File: src/core/rmx_defs.svh
`ifndef RMX_DEFS_SVH
`define RMX_DEFS_SVH
`define RMX_BANK_SIZE 10
`define RMX_BANK_B_FIRST 7'h0a
`define RMX_LAST_BANK_CH 7'h13
`define RMX_CH_SENSE_A 7'h5b
`define RMX_CH_SENSE_B 7'h5c
`define RMX_CH_SOURCE_A 7'h5d
`define RMX_CH_SOURCE_B 7'h5e
`define RMX_BANK_RESET 10'h000
`define RMX_TREE_RESET 4'h0
`define RMX_SYNC_STAGES 3
`endif

File: src/core/rmx_pkg.sv
package rmx_pkg;
   typedef logic [6:0] rmx_chan_t;
   typedef logic [9:0] rmx_bank_t;
   typedef enum logic [3:0] {
      RMX_NONE = 4'h1,
      RMX_BANK = 4'h2,
      RMX_TREE = 4'h4,
      RMX_BAD = 4'h8
   } rmx_kind_t;
endpackage : rmx_pkg

File: src/core/rmx_pin_sync.sv
`timescale 1ns/10ps
`include "rmx_defs.svh"
module rmx_pin_sync (
   input wire logic core_clk_i,
   input wire logic rst_n_i,
   input wire logic pin_i,
   output logic level_o
);
   logic [`RMX_SYNC_STAGES-1:0] stage;
   logic [`RMX_SYNC_STAGES-1:0] next_stage;
   logic next_level;

   // three sync flops and a level flop; the level only moves once stages two and three agree
   always_comb begin
      next_stage = {stage[`RMX_SYNC_STAGES-2:0], pin_i};
      next_level = level_o;
      if (stage[1] == stage[2]) begin
         next_level = stage[2];
      end
   end

   always_ff @(posedge core_clk_i or negedge rst_n_i) begin
      if (!rst_n_i) begin
         stage <= '0;
         level_o <= 1'b0;
      end else begin
         stage <= next_stage;
         level_o <= next_level;
      end
   end
endmodule : rmx_pin_sync

File: src/core/rmx_relay_select.sv
`timescale 1ns/10ps
`include "rmx_defs.svh"
module rmx_relay_select (
   input wire logic core_clk_i,
   input wire logic reset_n_i,
   input wire logic cmd_valid_i,
   input wire logic cmd_close_i,
   input wire rmx_pkg::rmx_chan_t cmd_chan_i,
   input wire logic backplane_isolation_link_i,
   output rmx_pkg::rmx_bank_t bank_a_high_o,
   output rmx_pkg::rmx_bank_t bank_a_low_o,
   output rmx_pkg::rmx_bank_t bank_a_guard_o,
   output rmx_pkg::rmx_bank_t bank_b_high_o,
   output rmx_pkg::rmx_bank_t bank_b_low_o,
   output rmx_pkg::rmx_bank_t bank_b_guard_o,
   output logic [3:0] tree_high_o,
   output logic [3:0] tree_low_o,
   output logic [3:0] tree_guard_o,
   output logic [3:0] tree_state_o,
   output logic sense_path_a_o,
   output logic sense_path_b_o,
   output logic source_pair_a_o,
   output logic source_pair_b_o,
   output logic cmd_error_o
);
   import rmx_pkg::*;

   logic rst_meta;
   logic rst_n;
   logic isolate_position;
   rmx_kind_t kind;
   rmx_bank_t bank_a;
   rmx_bank_t bank_b;
   rmx_bank_t next_bank_a;
   rmx_bank_t next_bank_b;
   logic [3:0] tree;
   logic [3:0] next_tree;
   logic [3:0] tree_drv;
   logic [3:0] next_tree_drv;
   logic next_error;
   logic cmd_error;
   rmx_bank_t onehot;
   logic [6:0] offset;
   logic [3:0] paths;
   logic [3:0] next_paths;

   // reset release through two flops so every flop leaves reset together
   always_ff @(posedge core_clk_i or negedge reset_n_i) begin
      if (!reset_n_i) begin
         rst_meta <= 1'b0;
         rst_n <= 1'b0;
      end else begin
         rst_meta <= 1'b1;
         rst_n <= rst_meta;
      end
   end

   // jumper is a strap pin; high means the isolate position is fitted
   rmx_pin_sync u_iso_sync (
      .core_clk_i(core_clk_i),
      .rst_n_i(rst_n),
      .pin_i(backplane_isolation_link_i),
      .level_o(isolate_position)
   );

   // classify the channel number of the command
   always_comb begin
      kind = RMX_BAD;
      offset = 7'h00;
      if (!cmd_valid_i) begin
         kind = RMX_NONE;
      end else if (cmd_chan_i < `RMX_BANK_B_FIRST) begin
         kind = RMX_BANK;
         offset = cmd_chan_i;
      end else if (cmd_chan_i <= `RMX_LAST_BANK_CH) begin
         kind = RMX_BANK;
         offset = 7'(cmd_chan_i - `RMX_BANK_B_FIRST);
      end else if (cmd_chan_i >= `RMX_CH_SENSE_A && cmd_chan_i <= `RMX_CH_SOURCE_B) begin
         kind = RMX_TREE;
      end
      onehot = rmx_bank_t'(1) << offset[3:0];
   end

   // bank group; a close replaces the bank's prior channel, an open clears one bit
   always_comb begin
      next_bank_a = bank_a;
      next_bank_b = bank_b;
      case (kind)
         RMX_BANK: begin
            if (cmd_chan_i < `RMX_BANK_B_FIRST) begin
               if (cmd_close_i) begin
                  next_bank_a = onehot;
               end else begin
                  next_bank_a = bank_a & ~onehot;
               end
            end else begin
               if (cmd_close_i) begin
                  next_bank_b = onehot;
               end else begin
                  next_bank_b = bank_b & ~onehot;
               end
            end
         end
         default: begin
            // tree, bad and idle commands leave the banks alone
            next_bank_a = bank_a;
            next_bank_b = bank_b;
         end
      endcase
   end

   // limitation: old and new channel swap on one edge; any break gap
   // between them is up to the coil drivers outside this block
   always_ff @(posedge core_clk_i or negedge rst_n) begin
      if (!rst_n) begin
         bank_a <= `RMX_BANK_RESET;
         bank_b <= `RMX_BANK_RESET;
      end else begin
         bank_a <= next_bank_a;
         bank_b <= next_bank_b;
      end
   end

   // tree group; bits 0 sense a, 1 sense b, 2 source a, 3 source b
   always_comb begin
      next_tree = tree;
      case (kind)
         RMX_TREE: begin
            if (cmd_chan_i == `RMX_CH_SENSE_A) begin
               next_tree[0] = cmd_close_i;
               if (cmd_close_i) begin
                  next_tree[1] = 1'b0;
               end
            end else if (cmd_chan_i == `RMX_CH_SENSE_B) begin
               next_tree[1] = cmd_close_i;
               if (cmd_close_i) begin
                  next_tree[0] = 1'b0;
               end
            end else if (cmd_chan_i == `RMX_CH_SOURCE_A) begin
               next_tree[2] = cmd_close_i;
               if (cmd_close_i) begin
                  next_tree[3] = 1'b0;
               end
            end else begin
               next_tree[3] = cmd_close_i;
               if (cmd_close_i) begin
                  next_tree[2] = 1'b0;
               end
            end
         end
         default: begin
            next_tree = tree;
         end
      endcase
      // the jumper is mechanical, so it gates the drive, not the stored state
      next_tree_drv = isolate_position ? 4'h0 : next_tree;
   end

   // state and drive register together, so a jumper move never loses a close
   always_ff @(posedge core_clk_i or negedge rst_n) begin
      if (!rst_n) begin
         tree <= `RMX_TREE_RESET;
         tree_drv <= `RMX_TREE_RESET;
      end else begin
         tree <= next_tree;
         tree_drv <= next_tree_drv;
      end
   end

   // error group; one pulse per refused command, relays left as they were
   always_comb begin
      next_error = 1'b0;
      case (kind)
         RMX_BAD: begin
            next_error = 1'b1;
         end
         default: begin
            next_error = 1'b0;
         end
      endcase
   end

   // error pulse register
   always_ff @(posedge core_clk_i or negedge rst_n) begin
      if (!rst_n) begin
         cmd_error <= 1'b0;
      end else begin
         cmd_error <= next_error;
      end
   end

   // a bank reaches the backplane only through its own closed tree switch;
   // built from next values so the flags move on the same edge as the relays
   always_comb begin
      next_paths[0] = next_tree_drv[0] & (|next_bank_a);
      next_paths[1] = next_tree_drv[1] & (|next_bank_b);
      next_paths[2] = next_tree_drv[2] & (|next_bank_a);
      next_paths[3] = next_tree_drv[3] & (|next_bank_b);
   end

   // path flags are data outputs, so they get flops of their own
   always_ff @(posedge core_clk_i or negedge rst_n) begin
      if (!rst_n) begin
         paths <= 4'h0;
      end else begin
         paths <= next_paths;
      end
   end

   // three poles per switch share one coil state
   assign bank_a_high_o = bank_a;
   assign bank_a_low_o = bank_a;
   assign bank_a_guard_o = bank_a;
   assign bank_b_high_o = bank_b;
   assign bank_b_low_o = bank_b;
   assign bank_b_guard_o = bank_b;
   assign tree_high_o = tree_drv;
   assign tree_low_o = tree_drv;
   assign tree_guard_o = tree_drv;
   assign tree_state_o = tree;
   assign cmd_error_o = cmd_error;

   // path flags come straight from their own flops
   assign sense_path_a_o = paths[0];
   assign sense_path_b_o = paths[1];
   assign source_pair_a_o = paths[2];
   assign source_pair_b_o = paths[3];
endmodule : rmx_relay_select

File: config.mk
export PLATFORM = sky130hd
export DESIGN_NAME = rmx_relay_select
export DESIGN_NICKNAME = d
export VERILOG_FILES = /design/src/core/rmx_pkg.sv /design/src/core/rmx_pin_sync.sv /design/src/core/rmx_relay_select.sv
export VERILOG_INCLUDE_DIRS = /design/src /design/src/core
export SDC_FILE = /design/constraint.sdc
export NUM_CORES = 1
export LEC_CHECK = 0
export BUFFER_PORTS_ARGS = -buffer_cell sky130_fd_sc_hd__buf_2
export CAP_MARGIN = 20
export CORE_MARGIN = 10
export CORE_UTILIZATION = 40
export DETAILED_ROUTE_END_ITERATION = 8
export PLACE_DENSITY = 0.72
export SLEW_MARGIN = 20
export SYNTH_ARGS = -nofsm -noshare
export SYNTH_HDL_FRONTEND = slang
export SYNTH_SLANG_ARGS = --single-unit
File: constraint.sdc
create_clock -name core_clk_i -period 2.5 [get_ports core_clk_i]
set_input_delay 0.25 -clock core_clk_i [delete_from_list [all_inputs] [get_ports core_clk_i]]
set_output_delay 0.25 -clock core_clk_i [all_outputs]
set_load 0.01 [all_outputs]
### After elaboration in Yosys (flattened, before gate mapping)

Cells that the tools add are included.

* bits of input ports: 12
* bits in registers: 39
* output and inout port bits: 81
* word-level logic and storage cells: 58

* mux-type cells: 25
* order comparisons: 4
* reduce and logical (&&, ||, !) cells: 3
* equality and inequality tests: 7
* add/sub/neg operators: 1
* bitwise logic cells: 7
* shifts and indexed selects: 1

Operators with widths (count)
* $mux 10: 6
* $mux 4: 9
* $eq 7x7->1 const B: 3
* $and 10x10->10: 2
* $reduce_or 10->1: 2
* $mux 2: 5
* $not 10->10: 1
* $shl 1x4->10 const A: 1
* $ge 7x7->1 const B: 1
* $le 7x5->1 const B: 1
* $le 7x7->1 const B: 1
* $lt 7x4->1 const B: 1
* $mux 1: 5
* $and 1x1->1: 4
* $eq 4x2->1 const B: 1
* $eq 4x3->1 const B: 1
* $eq 4x4->1 const B: 1
* $sub 4x4->4 const B: 1
* $eq 1x1->1: 1
* $logic_and 1x1->1: 1

### Depth between registers and ports, before layout

* word-level depth: 12
* gate-level depth with buffers: 10
* mapped depth without buffers: 9

### Hierarchy

A second synthesis with hierarchy kept.

* cell total of the unflattened synthesis: 290
* area total of the unflattened synthesis: 2600.0 um^2

Modules (own cells, without submodules)
* rmx_relay_select: sequential area each 875.8 um^2, times used 1, cells each 285, area an instance 2488.6 um^2
* rmx_pin_sync: sequential area each 100.1 um^2, times used 1, cells each 5, area an instance 111.4 um^2

### Worst setup path before layout

No wires, ideal clock.

* path kind: input to register
* start point: input port cmd_chan_i[5]
* end point: register paths[0]
* path buffers: 2
* stages on the path: 9
* data arrival time: 2.278 ns
* library setup time: 0.141 ns
* setup slack: 0.081 ns
* data required time: 2.359 ns
* path through: buf_6 or3_1 buf_6 or3_1 a2111o_1 o311ai_1 o31ai_1 nor3_2 a31oi_1

* cells in the longest elaborated chain, start to end: 12
* elaborated cells between the ends (all ways): 28
* classes of those cells: order compare (4); eq/ne (4); shift (1); mux (14); bitwise (3); reduce/logical (2)

RTL lines
* from (decl): line rmx_relay_select.sv:8 `input wire rmx_pkg::rmx_chan_t cmd_chan_i,`
* $le 7x5->1 (no line)
* $mux 4: line rmx_relay_select.sv:75 `` end else if (cmd_chan_i <= `RMX_LAST_BANK_CH) begin ``
* $mux 4: line rmx_relay_select.sv:72 `` end else if (cmd_chan_i < `RMX_BANK_B_FIRST) begin ``
* $mux 4: line rmx_relay_select.sv:70 `if (!cmd_valid_i) begin`
* $shl 1x4->10: line rmx_relay_select.sv:81 `onehot = rmx_bank_t'(1) << offset[3:0];`
* $not 10->10: line rmx_relay_select.sv:94 `next_bank_a = bank_a & ~onehot;`
* $and 10x10->10: line rmx_relay_select.sv:94
* $mux 10: line rmx_relay_select.sv:91 `if (cmd_close_i) begin`
* $mux 10: line rmx_relay_select.sv:90 `` if (cmd_chan_i < `RMX_BANK_B_FIRST) begin ``
* $mux 10 *: line rmx_relay_select.sv:88 `case (kind)`
* net next_bank_a[4]: line rmx_relay_select.sv:34 `rmx_bank_t next_bank_a;`
* $reduce_or 10->1 *: line rmx_relay_select.sv:195 `next_paths[0] = next_tree_drv[0] & (|next_bank_a);`
* $and 1x1->1 *: line rmx_relay_select.sv:195
* net next_paths[0]: line rmx_relay_select.sv:45 `logic [3:0] next_paths;`
* to (signal assigned): line rmx_relay_select.sv:206 `paths <= next_paths;`
* to (decl): line rmx_relay_select.sv:44 `logic [3:0] paths;`

Mark *: on every way through the listed nets, which the timed path passes. The rest lies on a longest branch.
A chain may end at the register's enable or synchronous reset.

### Worst setup path in the final report

* start point: input port cmd_chan_i[4]
* end point: register paths[2]

* cells in the longest elaborated chain, start to end: 12
* elaborated cells between the ends (all ways): 30
* classes of those cells: order compare (4); eq/ne (5); shift (1); mux (15); bitwise (3); reduce/logical (2)

RTL lines
* $le 7x5->1 (no line)
* $mux 4: line rmx_relay_select.sv:75
* $mux 4: line rmx_relay_select.sv:72
* $mux 4: line rmx_relay_select.sv:70
* $shl 1x4->10: line rmx_relay_select.sv:81
* $not 10->10: line rmx_relay_select.sv:94
* $and 10x10->10: line rmx_relay_select.sv:94
* $mux 10: line rmx_relay_select.sv:91
* $mux 10: line rmx_relay_select.sv:90
* $mux 10: line rmx_relay_select.sv:88
* $reduce_or 10->1: line rmx_relay_select.sv:197 `next_paths[2] = next_tree_drv[2] & (|next_bank_a);`
* $and 1x1->1 *: line rmx_relay_select.sv:197
* net next_paths[2]: line rmx_relay_select.sv:45

Marked as above.

==> flow_summary.yaml <==
critical_path:
  cp_max_fo: 7
  path_buf_inv: 2
  r2r_setup_slack_ns: 0.71
  worstPathCellList: "buf_2 > or3_1 > o21ai_1 > o31ai_1 > buf_4 > or3_1 > a21o_1 > a221oi_1 > a31oi_1"
  worstSetupPathType: "primary input to flop"
  crit_path_end_kind: "flop"
  startpoint_type: "primary input"
  cpMaxStageDelayCell: "or3_1"
  cp_slowest_stage_delay_ns: 0.48
  crit_required_ns: 2.65
  cp.arrival_ns: 2.49
  cp_common_cell: "or3_1"
  critical_path.top_delay_family: "compound AO/OA/AOI/OAI gates"
global_route:
  grt_usage_pct: 14.24
  antenna_found_initial: 0
  grt_pass1_wl_mm: 11.92
  grt_max_degree: 38
  overflow: 0
  grt_pass1_vias: 2348
  grt_busiest_layer: "met2"
  use_met1_pct: 17.46
  gr-usage-met3_pct: 3.676
  use_met2_pct: 23.31
floorplan:
  die_height_um: 101.6
  ios: 93
  core_area_um2: 6422
  die-area_um2: 10330
  placement_rows: 29
  start_util_pct: 41.52
  die_w_um: 101.6
sta:
  slew_violations: 0
  rsz0062_at_grt: "no"
  fmax_mhz: 427.4
  skew_ns: 0.004906
  setup_viol: 0
  setup-tns-final_ns: 0
  hold_viol_final: 0
  min_period_ns: 2.340
  period_share_pct: 93.59
clock_tree:
  path_clk_slew_ns: 0.08
  insertion_delay_ns: 0.29
  cts_root_buffer: "clkbuf_8"
  clock_path_buffers: 2
  h-tree-depth: 2
  cts.sinks: 39
  cts_tree: "yes"
  post_cts_buffers: 0
  cts_buffers: 5
detailed_routing:
  vias_per_cell: 5.434
  ant_nets: 0
  vias: 2478
  drc: 0
  first_pass_iters: 4
  drt_iter0_markers: 202
  wl_per_cell_um: 16.52
  totalWireLength_mm: 7.531
run_status:
  status: "completed"
placed_design:
  place_area_um2: 3084
  place.gp.congestion: 0.9092
  dp_hpwl_mm: 6.056
  port_buffers: 92
min_path:
  hold_class: "primary input to flop"
yosys:
  ys_seq_area_share_pct: 36.60
  async_reset_ff_share_pct: 100.0
  synth.avg_cell_area_um2: 8.800
  synthFlopType: "dfrtp_1"
  synth-edff-count: 0
  netlist_area_um2: 2666
  ys_warn_count: 0
  yosys_register_bits: 39
  netlist_instances: 303
  synthDistinctLibCells: 60
  synth_nets: 318
pwr:
  p_switching_w: 0.0004711
  swShare_pct: 29.73
  power_frac_seq_pct: 44.1
  p_leak_nw: 1.625
  clock_power_share_pct: 33.1
  power_frac_comb_pct: 22.8
  power_density_nw_per_um2: 493.8
  p_int_w: 0.001114
  ir_worst_vdd_v: 0.0002231
final_layout:
  synthToLayoutAreaGrowth_pct: 20.37
  final_common_cell: "buf_2"
  most-common-layout-cells: "buf_2, buf_4, dfrtp_1"
  diodes: 0
  fin_area_um2: 3209
  drive_gt1_share_pct: 39.31
  fin_nets: 393
run:
  drv_cap: 0
-- synthesized netlist by cell type, drive strengths merged (2+ instances only) --
cell type	number	share of area (%)
a211oi	2	0.56
a21boi	3	0.84
a21o	4	1.1
a21oi	11	2.1
a221oi	2	0.66
a22o	2	0.66
a31oi	5	1.2
and2	5	1.2
buf	56	15
clkbuf	10	1.4
dfrtp	39	37
ha	3	1.4
inv	11	1.5
mux2i	3	1.1
nand2	14	2.0
nand2b	6	1.4
nand3	7	1.5
nand3b	2	0.56
nand4	4	0.94
nor2	10	1.4
nor2b	4	0.94
nor3	9	2.1
nor4	2	0.47
o211a	2	0.75
o211ai	5	1.4
o21a	2	0.56
o21ai	26	4.9
o22ai	2	0.47
o311ai	6	2.0
o31ai	7	2.0
o41ai	2	0.66
or2	3	0.70
or3	12	2.8
or4	3	0.84
-- power groups by stage --
stage / clock network (W) / logic (W) / registers [W]
6_report: 0.000525 / 0.000361 / 0.000698
5_1_grt: 0.000569 / 0.000397 / 0.000705
4_1_cts: 0.000538 / 0.000362 / 0.000698
3_5_place_dp: 0 / 0.000360 / 0.000711
3_3_place_gp: 0 / 0.000356 / 0.000710
2_1_floorplan: 0 / 0.000229 / 0.000728
-- state kept, by name (all words and copies together), names as in the netlist --
signal / cells
bank_a_guard_o: 10
bank_b_guard_o: 10
cmd_error_o: 1
paths: 4
rst_meta: 1
rst_n: 1
tree_guard_o: 4
tree_state_o: 4
u_iso_sync.level_o: 1
u_iso_sync.stage: 3
-- worst paths after layout --
kind                                       startpoint                  end  cells after the start
min in group asynchronous                   reset_n_i             rst_meta                      2
max                                     cmd_chan_i[4]             paths[2]                      9
max in group asynchronous                       rst_n    bank_a_guard_o[4]                      1
max reg2reg                         bank_a_guard_o[2]             paths[2]                      5
min                        backplane_isolation_link_i  u_iso_sync.stage[0]                      1
min reg2reg                                     rst_n      tree_guard_o[3]                      1
-- layer usage --
metal,vias to the layer above,share of wire [%],wire length [um]
met5,-,0,0
met4,0,1.9,142
met3,11,9.0,680
li1,1208,-,-
met2,96,48,3589
met1,1163,41,3118
-- layout make-up --
| type | count | area, um2 |
|---|---|---|
| fillers | 599 | 3213 |
| multi-input cells | 186 | 1201 |
| flip-flops and latches | 39 | 975.9 |
| repair buffers | 134 | 778.2 |
| well taps | 77 | 96.34 |
| clock buffers | 5 | 68.82 |
| inverters | 12 | 45.04 |
| clock inverters | 3 | 43.79 |
-- what timing repair did --
| item | CTS | global route |
|---|---|---|
| endpoints found under the hold margin | 2 | 0 |
| endpoints found under the setup margin | 0 | 4 |
| gates resized for setup | 0 | 3 |
| hold buffers | 1 | 0 |
-- kinds of logic after synthesis --
group / count (synthesis) / share of synthesized area (%)
multiplexers: 3 / 1.126
buffers and inverters: 78 / 18.44
adder cells (fa/ha/maj): 4 / 1.783
AND/OR/NAND/NOR: 86 / 18.30
AO/OA/AOI/OAI: 92 / 23.60
other: 1 / 0.1406
flip-flops: 39 / 36.60
-- metrics by stage --
stage	setup WS, ns	hold WS, ns	cells	utilization (%)	power (W)
final	0.1603	0.06457	456	49.97	0.001585
after global routing	0.006159	0.06201	456	49.97	0.001671
after CTS	0.1552	0.05820	456	49.93	0.001598
after detailed placement	-0.1637	0.03635	447	48.02	0.001071
after global placement	-0.09240	0.03617	447	48.02	0.001066
after floorplan	0.08149	-0.04559	303	-	0.0009564
No activity file was read; power rests on OpenSTA's default activity.
